### src/spm_pkg.sv
// spm_pkg: register map, field layout, reset values and selector codes
// for the status pin select and miscellaneous register bank.
// assumes an 8-bit register port with 13-bit register addresses.
package spm_pkg;

    // register address and data widths
    localparam int SPM_AW = 13;
    localparam int SPM_DW = 8;

    // register addresses
    localparam logic [12:0] SPM_ADDR_PIN_CFG = 13'h16e;
    localparam logic [12:0] SPM_ADDR_FIXED_A = 13'h171;
    localparam logic [12:0] SPM_ADDR_FIXED_B = 13'h172;
    localparam logic [12:0] SPM_ADDR_PD = 13'h173;
    localparam logic [12:0] SPM_ADDR_TUNE_A = 13'h17c;
    localparam logic [12:0] SPM_ADDR_TUNE_B = 13'h17d;

    // field positions in the pin configuration register
    localparam int SPM_SEL_MSB = 7;
    localparam int SPM_SEL_LSB = 3;
    localparam int SPM_TYPE_MSB = 2;
    localparam int SPM_TYPE_LSB = 0;

    // field positions in the powerdown register
    localparam int SPM_PRE_PD_BIT = 6;
    localparam int SPM_LOOP_PD_BIT = 5;
    localparam logic [7:0] SPM_PD_MASK = 8'h60;

    // reset values
    localparam logic [4:0] SPM_SEL_RESET = 5'h02;
    localparam logic [2:0] SPM_TYPE_RESET = 3'h6;
    localparam logic [7:0] SPM_FIXED_A_RESET = 8'h0a;
    localparam logic [7:0] SPM_FIXED_B_RESET = 8'h00;
    localparam logic [7:0] SPM_ZERO = 8'h00;

    // source selector codes
    localparam logic [4:0] SPM_SRC_LOW = 5'h00;
    localparam logic [4:0] SPM_SRC_LOOP1 = 5'h01;
    localparam logic [4:0] SPM_SRC_LOOP2 = 5'h02;
    localparam logic [4:0] SPM_SRC_BOTH = 5'h03;
    localparam logic [4:0] SPM_SRC_HOLD = 5'h04;
    localparam logic [4:0] SPM_SRC_DAC_LOCK = 5'h05;
    localparam logic [4:0] SPM_SRC_READBACK = 5'h07;
    localparam logic [4:0] SPM_SRC_DAC_RAIL = 5'h08;
    localparam logic [4:0] SPM_SRC_DAC_LOW = 5'h09;
    localparam logic [4:0] SPM_SRC_DAC_HIGH = 5'h0a;
    localparam logic [4:0] SPM_SRC_DIV_BASE = 5'h0b;
    localparam logic [4:0] SPM_SRC_DIV_LAST = 5'h12;

    // number of loop divider outputs (loop1 n, loop2 n, loop1 r, loop2 r)
    localparam int SPM_NDIV = 4;

    // drive type codes
    localparam logic [2:0] SPM_TYPE_PUSH = 3'h3;
    localparam logic [2:0] SPM_TYPE_PUSH_INV = 3'h4;
    localparam logic [2:0] SPM_TYPE_OPEN_DRAIN = 3'h6;

endpackage

### src/spm_pin_driver.sv
// spm_pin_driver: chooses the indicator for the second status pin,
// makes halved copies of the loop divider outputs and applies the
// drive type. assumes every indicator is synchronous to clk_i.
`timescale 1ns/1ns
module spm_pin_driver
    import spm_pkg::*;
(
    input wire logic clk_i,
    input wire logic rst_i,
    input wire logic [4:0] lock_pin_source_select_i,
    input wire logic [2:0] lock_pin_drive_type_i,
    input wire logic loop_one_lock_i,
    input wire logic loop_two_lock_i,
    input wire logic holdover_i,
    input wire logic dac_locked_i,
    input wire logic readback_i,
    input wire logic dac_rail_i,
    input wire logic dac_low_i,
    input wire logic dac_high_i,
    input wire logic [spm_pkg::SPM_NDIV-1:0] divider_i,
    output logic second_status_pin_o,
    output logic second_status_pin_oe_o
);
    import spm_pkg::*;

    logic [SPM_NDIV-1:0] div_prev; // last divider level
    logic [SPM_NDIV-1:0] div_half; // halved divider outputs
    logic [SPM_NDIV-1:0] next_div_prev;
    logic [SPM_NDIV-1:0] next_div_half;
    logic sel_level; // chosen indicator before drive type
    logic next_pin;
    logic next_oe;
    logic [4:0] div_idx; // offset into divider codes
    logic [2:0] div_pos; // divider pair index

    // each divider toggles its halved copy on a rising edge
    genvar g;
    generate
        for (g = 0; g < SPM_NDIV; g++) begin : g_half
            always_comb begin
                next_div_prev[g] = divider_i[g];
                next_div_half[g] = div_half[g] ^
                    (divider_i[g] & ~div_prev[g]);
            end
        end
    endgenerate

    // source selector: unlisted codes fall to low
    always_comb begin
        sel_level = 1'b0;
        div_idx = lock_pin_source_select_i - SPM_SRC_DIV_BASE;
        div_pos = div_idx[3:1];
        case (lock_pin_source_select_i)
            SPM_SRC_LOW: sel_level = 1'b0;
            SPM_SRC_LOOP1: sel_level = loop_one_lock_i;
            SPM_SRC_LOOP2: sel_level = loop_two_lock_i;
            SPM_SRC_BOTH: sel_level = loop_one_lock_i & loop_two_lock_i;
            SPM_SRC_HOLD: sel_level = holdover_i;
            SPM_SRC_DAC_LOCK: sel_level = dac_locked_i;
            SPM_SRC_READBACK: sel_level = readback_i;
            SPM_SRC_DAC_RAIL: sel_level = dac_rail_i;
            SPM_SRC_DAC_LOW: sel_level = dac_low_i;
            SPM_SRC_DAC_HIGH: sel_level = dac_high_i;
            default: begin
                // divider codes come in pairs: full then halved
                if (lock_pin_source_select_i >= SPM_SRC_DIV_BASE &&
                    lock_pin_source_select_i <= SPM_SRC_DIV_LAST) begin
                    sel_level = div_idx[0] ? div_half[div_pos[1:0]]
                                           : divider_i[div_pos[1:0]];
                end else begin
                    sel_level = 1'b0;
                end
            end
        endcase
    end

    // drive type: reserved codes release the pin
    always_comb begin
        next_pin = 1'b0;
        next_oe = 1'b0;
        case (lock_pin_drive_type_i)
            SPM_TYPE_PUSH: begin
                next_pin = sel_level;
                next_oe = 1'b1;
            end
            SPM_TYPE_PUSH_INV: begin
                next_pin = ~sel_level;
                next_oe = 1'b1;
            end
            SPM_TYPE_OPEN_DRAIN: begin
                next_pin = 1'b0;
                next_oe = ~sel_level;
            end
            default: begin
                next_pin = 1'b0;
                next_oe = 1'b0;
            end
        endcase
    end

    // register pin, enable and divider state
    always_ff @(posedge clk_i or posedge rst_i) begin
        if (rst_i) begin
            div_prev <= '0;
            div_half <= '0;
            second_status_pin_o <= 1'b0;
            second_status_pin_oe_o <= 1'b0;
        end else begin
            div_prev <= next_div_prev;
            div_half <= next_div_half;
            second_status_pin_o <= next_pin;
            second_status_pin_oe_o <= next_oe;
        end
    end
endmodule

### src/spm_regs.sv
// spm_regs: status pin select, fixed and powerdown register bank.
// assumes a simple synchronous register port: one write or read per
// clock, 13-bit address, 8-bit data, reads answered one cycle later.
`timescale 1ns/1ns
module spm_regs
    import spm_pkg::*;
#(
    parameter logic [7:0] PD_RESET = 8'h00, // powerdown reset value
    parameter logic [7:0] TUNE_A_RESET = 8'h00, // tuning word a reset
    parameter logic [7:0] TUNE_B_RESET = 8'h00 // tuning word b reset
)
(
    input wire logic clk_i,
    input wire logic rst_i,
    input wire logic [spm_pkg::SPM_AW-1:0] reg_addr_i,
    input wire logic reg_wr_i,
    input wire logic [spm_pkg::SPM_DW-1:0] reg_wdata_i,
    input wire logic reg_rd_i,
    output logic [spm_pkg::SPM_DW-1:0] reg_rdata_o,
    output logic reg_rvalid_o,
    input wire logic loop_one_lock_i,
    input wire logic loop_two_lock_i,
    input wire logic holdover_i,
    input wire logic dac_locked_i,
    input wire logic readback_i,
    input wire logic dac_rail_i,
    input wire logic dac_low_i,
    input wire logic dac_high_i,
    input wire logic [spm_pkg::SPM_NDIV-1:0] divider_i,
    output logic second_status_pin_o,
    output logic second_status_pin_oe_o,
    output logic loop_two_powerdown_o,
    output logic loop_two_prescaler_powerdown_o,
    output logic [spm_pkg::SPM_DW-1:0] vco_tuning_word_a_o,
    output logic [spm_pkg::SPM_DW-1:0] vco_tuning_word_b_o
);
    import spm_pkg::*;

    logic [4:0] lock_pin_source_select; // pin source code
    logic [2:0] lock_pin_drive_type; // pin drive mode
    logic [7:0] fixed_value_a; // fixed register a
    logic [7:0] fixed_value_b; // fixed register b
    logic [7:0] loop_two_powerdown; // powerdown bits only
    logic [7:0] vco_tuning_word_a; // tuning word a
    logic [7:0] vco_tuning_word_b; // tuning word b
    logic [4:0] next_sel;
    logic [2:0] next_type;
    logic [7:0] next_fixed_a;
    logic [7:0] next_fixed_b;
    logic [7:0] next_pd;
    logic [7:0] next_tune_a;
    logic [7:0] next_tune_b;
    logic [7:0] next_rdata;
    logic next_rvalid;

    // register writes: decode address and update one register
    always_comb begin
        next_sel = lock_pin_source_select;
        next_type = lock_pin_drive_type;
        next_fixed_a = fixed_value_a;
        next_fixed_b = fixed_value_b;
        next_pd = loop_two_powerdown;
        next_tune_a = vco_tuning_word_a;
        next_tune_b = vco_tuning_word_b;
        if (reg_wr_i) begin
            if (reg_addr_i == SPM_ADDR_PIN_CFG) begin
                next_sel = reg_wdata_i[SPM_SEL_MSB:SPM_SEL_LSB];
                next_type = reg_wdata_i[SPM_TYPE_MSB:SPM_TYPE_LSB];
            end else if (reg_addr_i == SPM_ADDR_FIXED_A) begin
                next_fixed_a = reg_wdata_i;
            end else if (reg_addr_i == SPM_ADDR_FIXED_B) begin
                next_fixed_b = reg_wdata_i;
            end else if (reg_addr_i == SPM_ADDR_PD) begin
                // reserved bits are not stored
                next_pd = reg_wdata_i & SPM_PD_MASK;
            end else if (reg_addr_i == SPM_ADDR_TUNE_A) begin
                next_tune_a = reg_wdata_i;
            end else if (reg_addr_i == SPM_ADDR_TUNE_B) begin
                next_tune_b = reg_wdata_i;
            end
        end
    end

    // register reads: unmapped addresses read zero
    always_comb begin
        next_rdata = SPM_ZERO;
        next_rvalid = reg_rd_i;
        if (reg_rd_i) begin
            if (reg_addr_i == SPM_ADDR_PIN_CFG) begin
                next_rdata = {lock_pin_source_select, lock_pin_drive_type};
            end else if (reg_addr_i == SPM_ADDR_FIXED_A) begin
                next_rdata = fixed_value_a;
            end else if (reg_addr_i == SPM_ADDR_FIXED_B) begin
                next_rdata = fixed_value_b;
            end else if (reg_addr_i == SPM_ADDR_PD) begin
                next_rdata = loop_two_powerdown;
            end else if (reg_addr_i == SPM_ADDR_TUNE_A) begin
                next_rdata = vco_tuning_word_a;
            end else if (reg_addr_i == SPM_ADDR_TUNE_B) begin
                next_rdata = vco_tuning_word_b;
            end
        end
    end

    // register state and read answer
    always_ff @(posedge clk_i or posedge rst_i) begin
        if (rst_i) begin
            lock_pin_source_select <= SPM_SEL_RESET;
            lock_pin_drive_type <= SPM_TYPE_RESET;
            fixed_value_a <= SPM_FIXED_A_RESET;
            fixed_value_b <= SPM_FIXED_B_RESET;
            loop_two_powerdown <= PD_RESET & SPM_PD_MASK;
            vco_tuning_word_a <= TUNE_A_RESET;
            vco_tuning_word_b <= TUNE_B_RESET;
            reg_rdata_o <= SPM_ZERO;
            reg_rvalid_o <= 1'b0;
        end else begin
            lock_pin_source_select <= next_sel;
            lock_pin_drive_type <= next_type;
            fixed_value_a <= next_fixed_a;
            fixed_value_b <= next_fixed_b;
            loop_two_powerdown <= next_pd;
            vco_tuning_word_a <= next_tune_a;
            vco_tuning_word_b <= next_tune_b;
            reg_rdata_o <= next_rdata;
            reg_rvalid_o <= next_rvalid;
        end
    end

    // powerdown and tuning outputs straight from the registers
    assign loop_two_prescaler_powerdown_o =
        loop_two_powerdown[SPM_PRE_PD_BIT];
    assign loop_two_powerdown_o =
        loop_two_powerdown[SPM_LOOP_PD_BIT];
    assign vco_tuning_word_a_o = vco_tuning_word_a;
    assign vco_tuning_word_b_o = vco_tuning_word_b;

    // selector and drive stage for the second status pin
    spm_pin_driver u_pin (
        .clk_i(clk_i),
        .rst_i(rst_i),
        .lock_pin_source_select_i(lock_pin_source_select),
        .lock_pin_drive_type_i(lock_pin_drive_type),
        .loop_one_lock_i(loop_one_lock_i),
        .loop_two_lock_i(loop_two_lock_i),
        .holdover_i(holdover_i),
        .dac_locked_i(dac_locked_i),
        .readback_i(readback_i),
        .dac_rail_i(dac_rail_i),
        .dac_low_i(dac_low_i),
        .dac_high_i(dac_high_i),
        .divider_i(divider_i),
        .second_status_pin_o(second_status_pin_o),
        .second_status_pin_oe_o(second_status_pin_oe_o)
    );
endmodule

### config.mk
export PLATFORM = sky130hd
export DESIGN_NAME = spm_regs
export DESIGN_NICKNAME = d
export VERILOG_FILES = /design/src/spm_pkg.sv /design/src/spm_pin_driver.sv /design/src/spm_regs.sv
export SDC_FILE = /design/constraint.sdc
export NUM_CORES = 1
export LEC_CHECK = 0
export ABC_AREA = 0
export BUFFER_PORTS_ARGS = -buffer_cell sky130_fd_sc_hd__buf_2
export CELL_PAD_IN_SITES_DETAIL_PLACEMENT = 0
export CELL_PAD_IN_SITES_GLOBAL_PLACEMENT = 2
export CORE_ASPECT_RATIO = 1.75
export CORE_UTILIZATION = 35
export DETAILED_ROUTE_END_ITERATION = 16
export GPL_ROUTABILITY_DRIVEN = 0
export HOLD_SLACK_MARGIN = 0.08
export PLACE_DENSITY = 0.85
export SETUP_SLACK_MARGIN = 0.02
export SLEW_MARGIN = 10
export SYNTH_ARGS = -nofsm -noshare
export SYNTH_HDL_FRONTEND = slang
export SYNTH_SLANG_ARGS = --single-unit
export TNS_END_PERCENT = 20
### constraint.sdc
create_clock -name clk_i -period 2.9 [get_ports clk_i]
set_input_delay 0.87 -clock clk_i [delete_from_list [all_inputs] [get_ports clk_i]]
set_output_delay 0.87 -clock clk_i [all_outputs]
set_load 0.01 [all_outputs]
==> flow_summary.ini <==
[outcome]
status = complete, but fails checks
violations = DRC

[critical_path]
timing.rr.start = lock_pin_source_select[0]
crit_chain = buf_2 -> or4b_4 -> nor4_4 -> nand2_4 -> or3_1 -> buf_4 -> mux2_4
start_kind = input port
critical_path_class = input port to register
max_stage_delay_ns = 0.54
r2r_setup_slack_ns = 0.62
reg2reg_to = u_pin.second_status_pin_oe_o
rr_worst_depth = 6
end_kind = register
cp.required_ns = 3.11
arrival_ns = 2.70
slowest_stage = or4b_4
path_max_fanout = 8

[yosys]
syn_inst = 238
synthAdderAreaFrac_pct = 1.72
synth_top_family_by_area = multiplexers
synth_xor_area_share_pct = 1.50
synth_fp_nets = 279
synth_seq_cells = 61
yosys.area_share.simple_pct = 10.7
synth-compound-area-share_pct = 10.5
syn-mean-instance-area_sq_um = 12.3
synthesis.area_sq_um = 2920
synth-edff-count = 0
ys.flop_type = dfrtp_1
netlist-cell-type-count = 44
yosys_warnings = 0
synth_async_sr_flop_share_pct = 100
seq_area_frac_synth_pct = 52.5
synth.mux.area_fraction_pct = 21.0

[floorplan]
core_area_sq_um = 8020
die_area_sq_um = 8720
ios = 66
start_util_pct = 36.4
placementRows = 43
die_h_um = 123
die_x_um = 71.0

[global_route]
grt_first_pass_wirelength_um = 11300
grt_overflow = 0
grt_util_met2_pct = 32.1
grt_usage_pct = 17.5
antenna_found_initial = 0
grt_busiest_layer = met2
grtUsageMet1_pct = 18.2
grt_max_degree = 33
use_met3_pct = 5.09
grt_pass1_vias = 2293

[hold_path]
holdPathEnd = u_pin.div_half[0]
whs_path_depth = 1
hp-class = register to register
hp-start = u_pin.div_half[0]

[clock_tree]
numCtsBuffers = 9
cts_tree = built
clockBufferDepth = 2
clock-sinks = 61
cts_hold_buf = 0
cts_resized = 0
clock_latency_ns = 0.33
cts_setup_buffers = 0
clkTransAtPathRegs_ns = 0.05
cts-root-buf = clkbuf_16
cts-htree-levels = 3

[sta]
finalCritPeriodShare_pct = 85.6
slew-limit-headroom_pct = 55.4
grt_setup_unrepaired = false
worst_clock_skew_ns = 0.00260
fin_crit_ns = 2.48
finalSetupTns_ns = 0
timing.final.hold_violations = 0
hold_ws_ns = 0.477
finalWorstSetupSlack_ns = 0.419
drv_slew = 0
max_freq_mhz = 403
setup_viol = 0
worstMarginPinSlew_ns = 0.668

[final_layout]
fin_util_pct = 46.6
nets = 363
drive_gt1_share_pct = 45.3
design_area_sq_um = 3740
area_delta_synth_final_pct = 28.1
antennaDiodeCount = 0

[routing]
avgViaCountPerCell = 5.16
dr.pass1.iters = 10
drt-total-wl_um = 6870
vias = 2151
drc = 1
final_antenna_net_count = 0
wl_per_cell_um = 16.5
drt_iter0_drc = 77

[placed_design]
port_buffers = 65
pre_cts_slack_ns = 0.0808
hpwl_um = 5300
place_area_sq_um = 3470

[power]
internal_power_mw = 1.53
p_comb_share_pct = 7.3
p_leak_nw = 1.85
swShare_pct = 23.5
seqPwrFrac_pct = 45.6
p_sw_mw = 0.470
clockPowerShare_pct = 47.2
p_per_area_nw_per_um2 = 534
ir_worst_vdd_mv = 0.288

[run]
drv_cap = 0
==> cell families after synthesis <==
group	count (synthesis)
DFF	61
and+or+nand+nor	55
muxes	52
AOI/OAI and AO/OA	47
buffers and inverters	14
xor gates and xnor gates	5
adders and majority gates	4
==> worst max path at each step <==
stage / start / endpoint
floorplan: reg_addr_i[9] / vco_tuning_word_a_o[0]
global placement: reg_addr_i[9] / vco_tuning_word_a_o[2]
detailed placement: reg_addr_i[9] / vco_tuning_word_a_o[3]
CTS: reg_addr_i[9] / vco_tuning_word_a_o[6]
global route: lock_pin_source_select[0] / u_pin.second_status_pin_oe_o
finish: reg_addr_i[9] / vco_tuning_word_a_o[3]
==> power groups by stage <==
stage | sequential [mW] | clock [mW] | combinational [mW]
after floorplan | 0.919 | 0 | 0.0816
after global placement | 0.924 | 0 | 0.144
after global routing | 0.914 | 1.00 | 0.162
after detailed placement | 0.926 | 0 | 0.146
after CTS | 0.911 | 0.968 | 0.147
final | 0.910 | 0.942 | 0.146
==> flip-flops by register name, indices dropped and copies added (netlist names) <==
name,flops
u_pin.second_status_pin_o,1
fixed_value_b,8
fixed_value_a,8
u_pin.div_prev,4
vco_tuning_word_a_o,8
reg_rdata_o,8
lock_pin_drive_type,3
loop_two_powerdown,2
reg_rvalid_o,1
vco_tuning_word_b_o,8
u_pin.div_half,4
u_pin.second_status_pin_oe_o,1
lock_pin_source_select,5
==> synthesized netlist by cell type, types with 3 or more instances <==
cell	count	share of area, %
o21ai_0	10	1.7
nor2b_1	6	1.3
mux2i_1	12	4.1
inv_1	7	0.90
dfrtp_1	56	48
nor2_1	5	0.64
nand2b_1	6	1.3
mux2_2	31	12
nor3_1	3	0.51
ha_1	4	1.7
dfstp_2	5	4.5
xnor2_1	5	1.5
nand3_1	4	0.69
o22ai_1	7	1.5
a21oi_1	13	2.2
nand2_1	18	2.3
mux2_4	8	4.1
clkbuf_1	4	0.51
o221ai_1	3	0.90
==> cells in the final DEF, fill, tap and decap left out, types with 4 or more instances in the layout <==
master     count
nand2_1       18
o21ai_0       10
buf_4         12
inv_1          6
o22ai_1        7
ha_1           4
a21oi_1       13
nand2b_1       6
mux2_2        31
clkbuf_16      9
clkinv_2       4
mux2_4         8
buf_2         65
dfstp_2        5
nand3_1        4
nor2b_1        6
xnor2_1        5
dfrtp_1       56
mux2i_1       12
nor2_1         5
==> metal layers <==
metal	part of all wire, %	vias to the layer above
li1	-	1038
met1	37	1043
met2	56	58
met3	4.8	12
met4	2.3	0
met5	0	-
==> worst max-delay path: cells and delay by family <==
kind	cells	cell delay, ns
AND/OR/NAND/NOR	4	1.21
multiplexers	1	0.31
buffers and inverters	2	0.30
==> final cells by class <==
class | instances | area (sq um)
Clock buffer | 9 | 225
Clock inverter | 7 | 42.5
Fill cell | 773 | 4280
Inverter | 7 | 26.3
Multi-Input combinational cell | 163 | 1320
Sequential cell | 61 | 1530
Tap cell | 90 | 113
Timing Repair Buffer | 80 | 475
==> stage by stage <==
stage          total power, mW  std cells
2_1_floorplan             1.00        238
3_3_place_gp              1.07        401
3_5_place_dp              1.07        401
4_1_cts                   2.03        417
5_1_grt                   2.08        417
6_report                  2.00        417
Note: power is estimated with default switching activity, not from simulation.
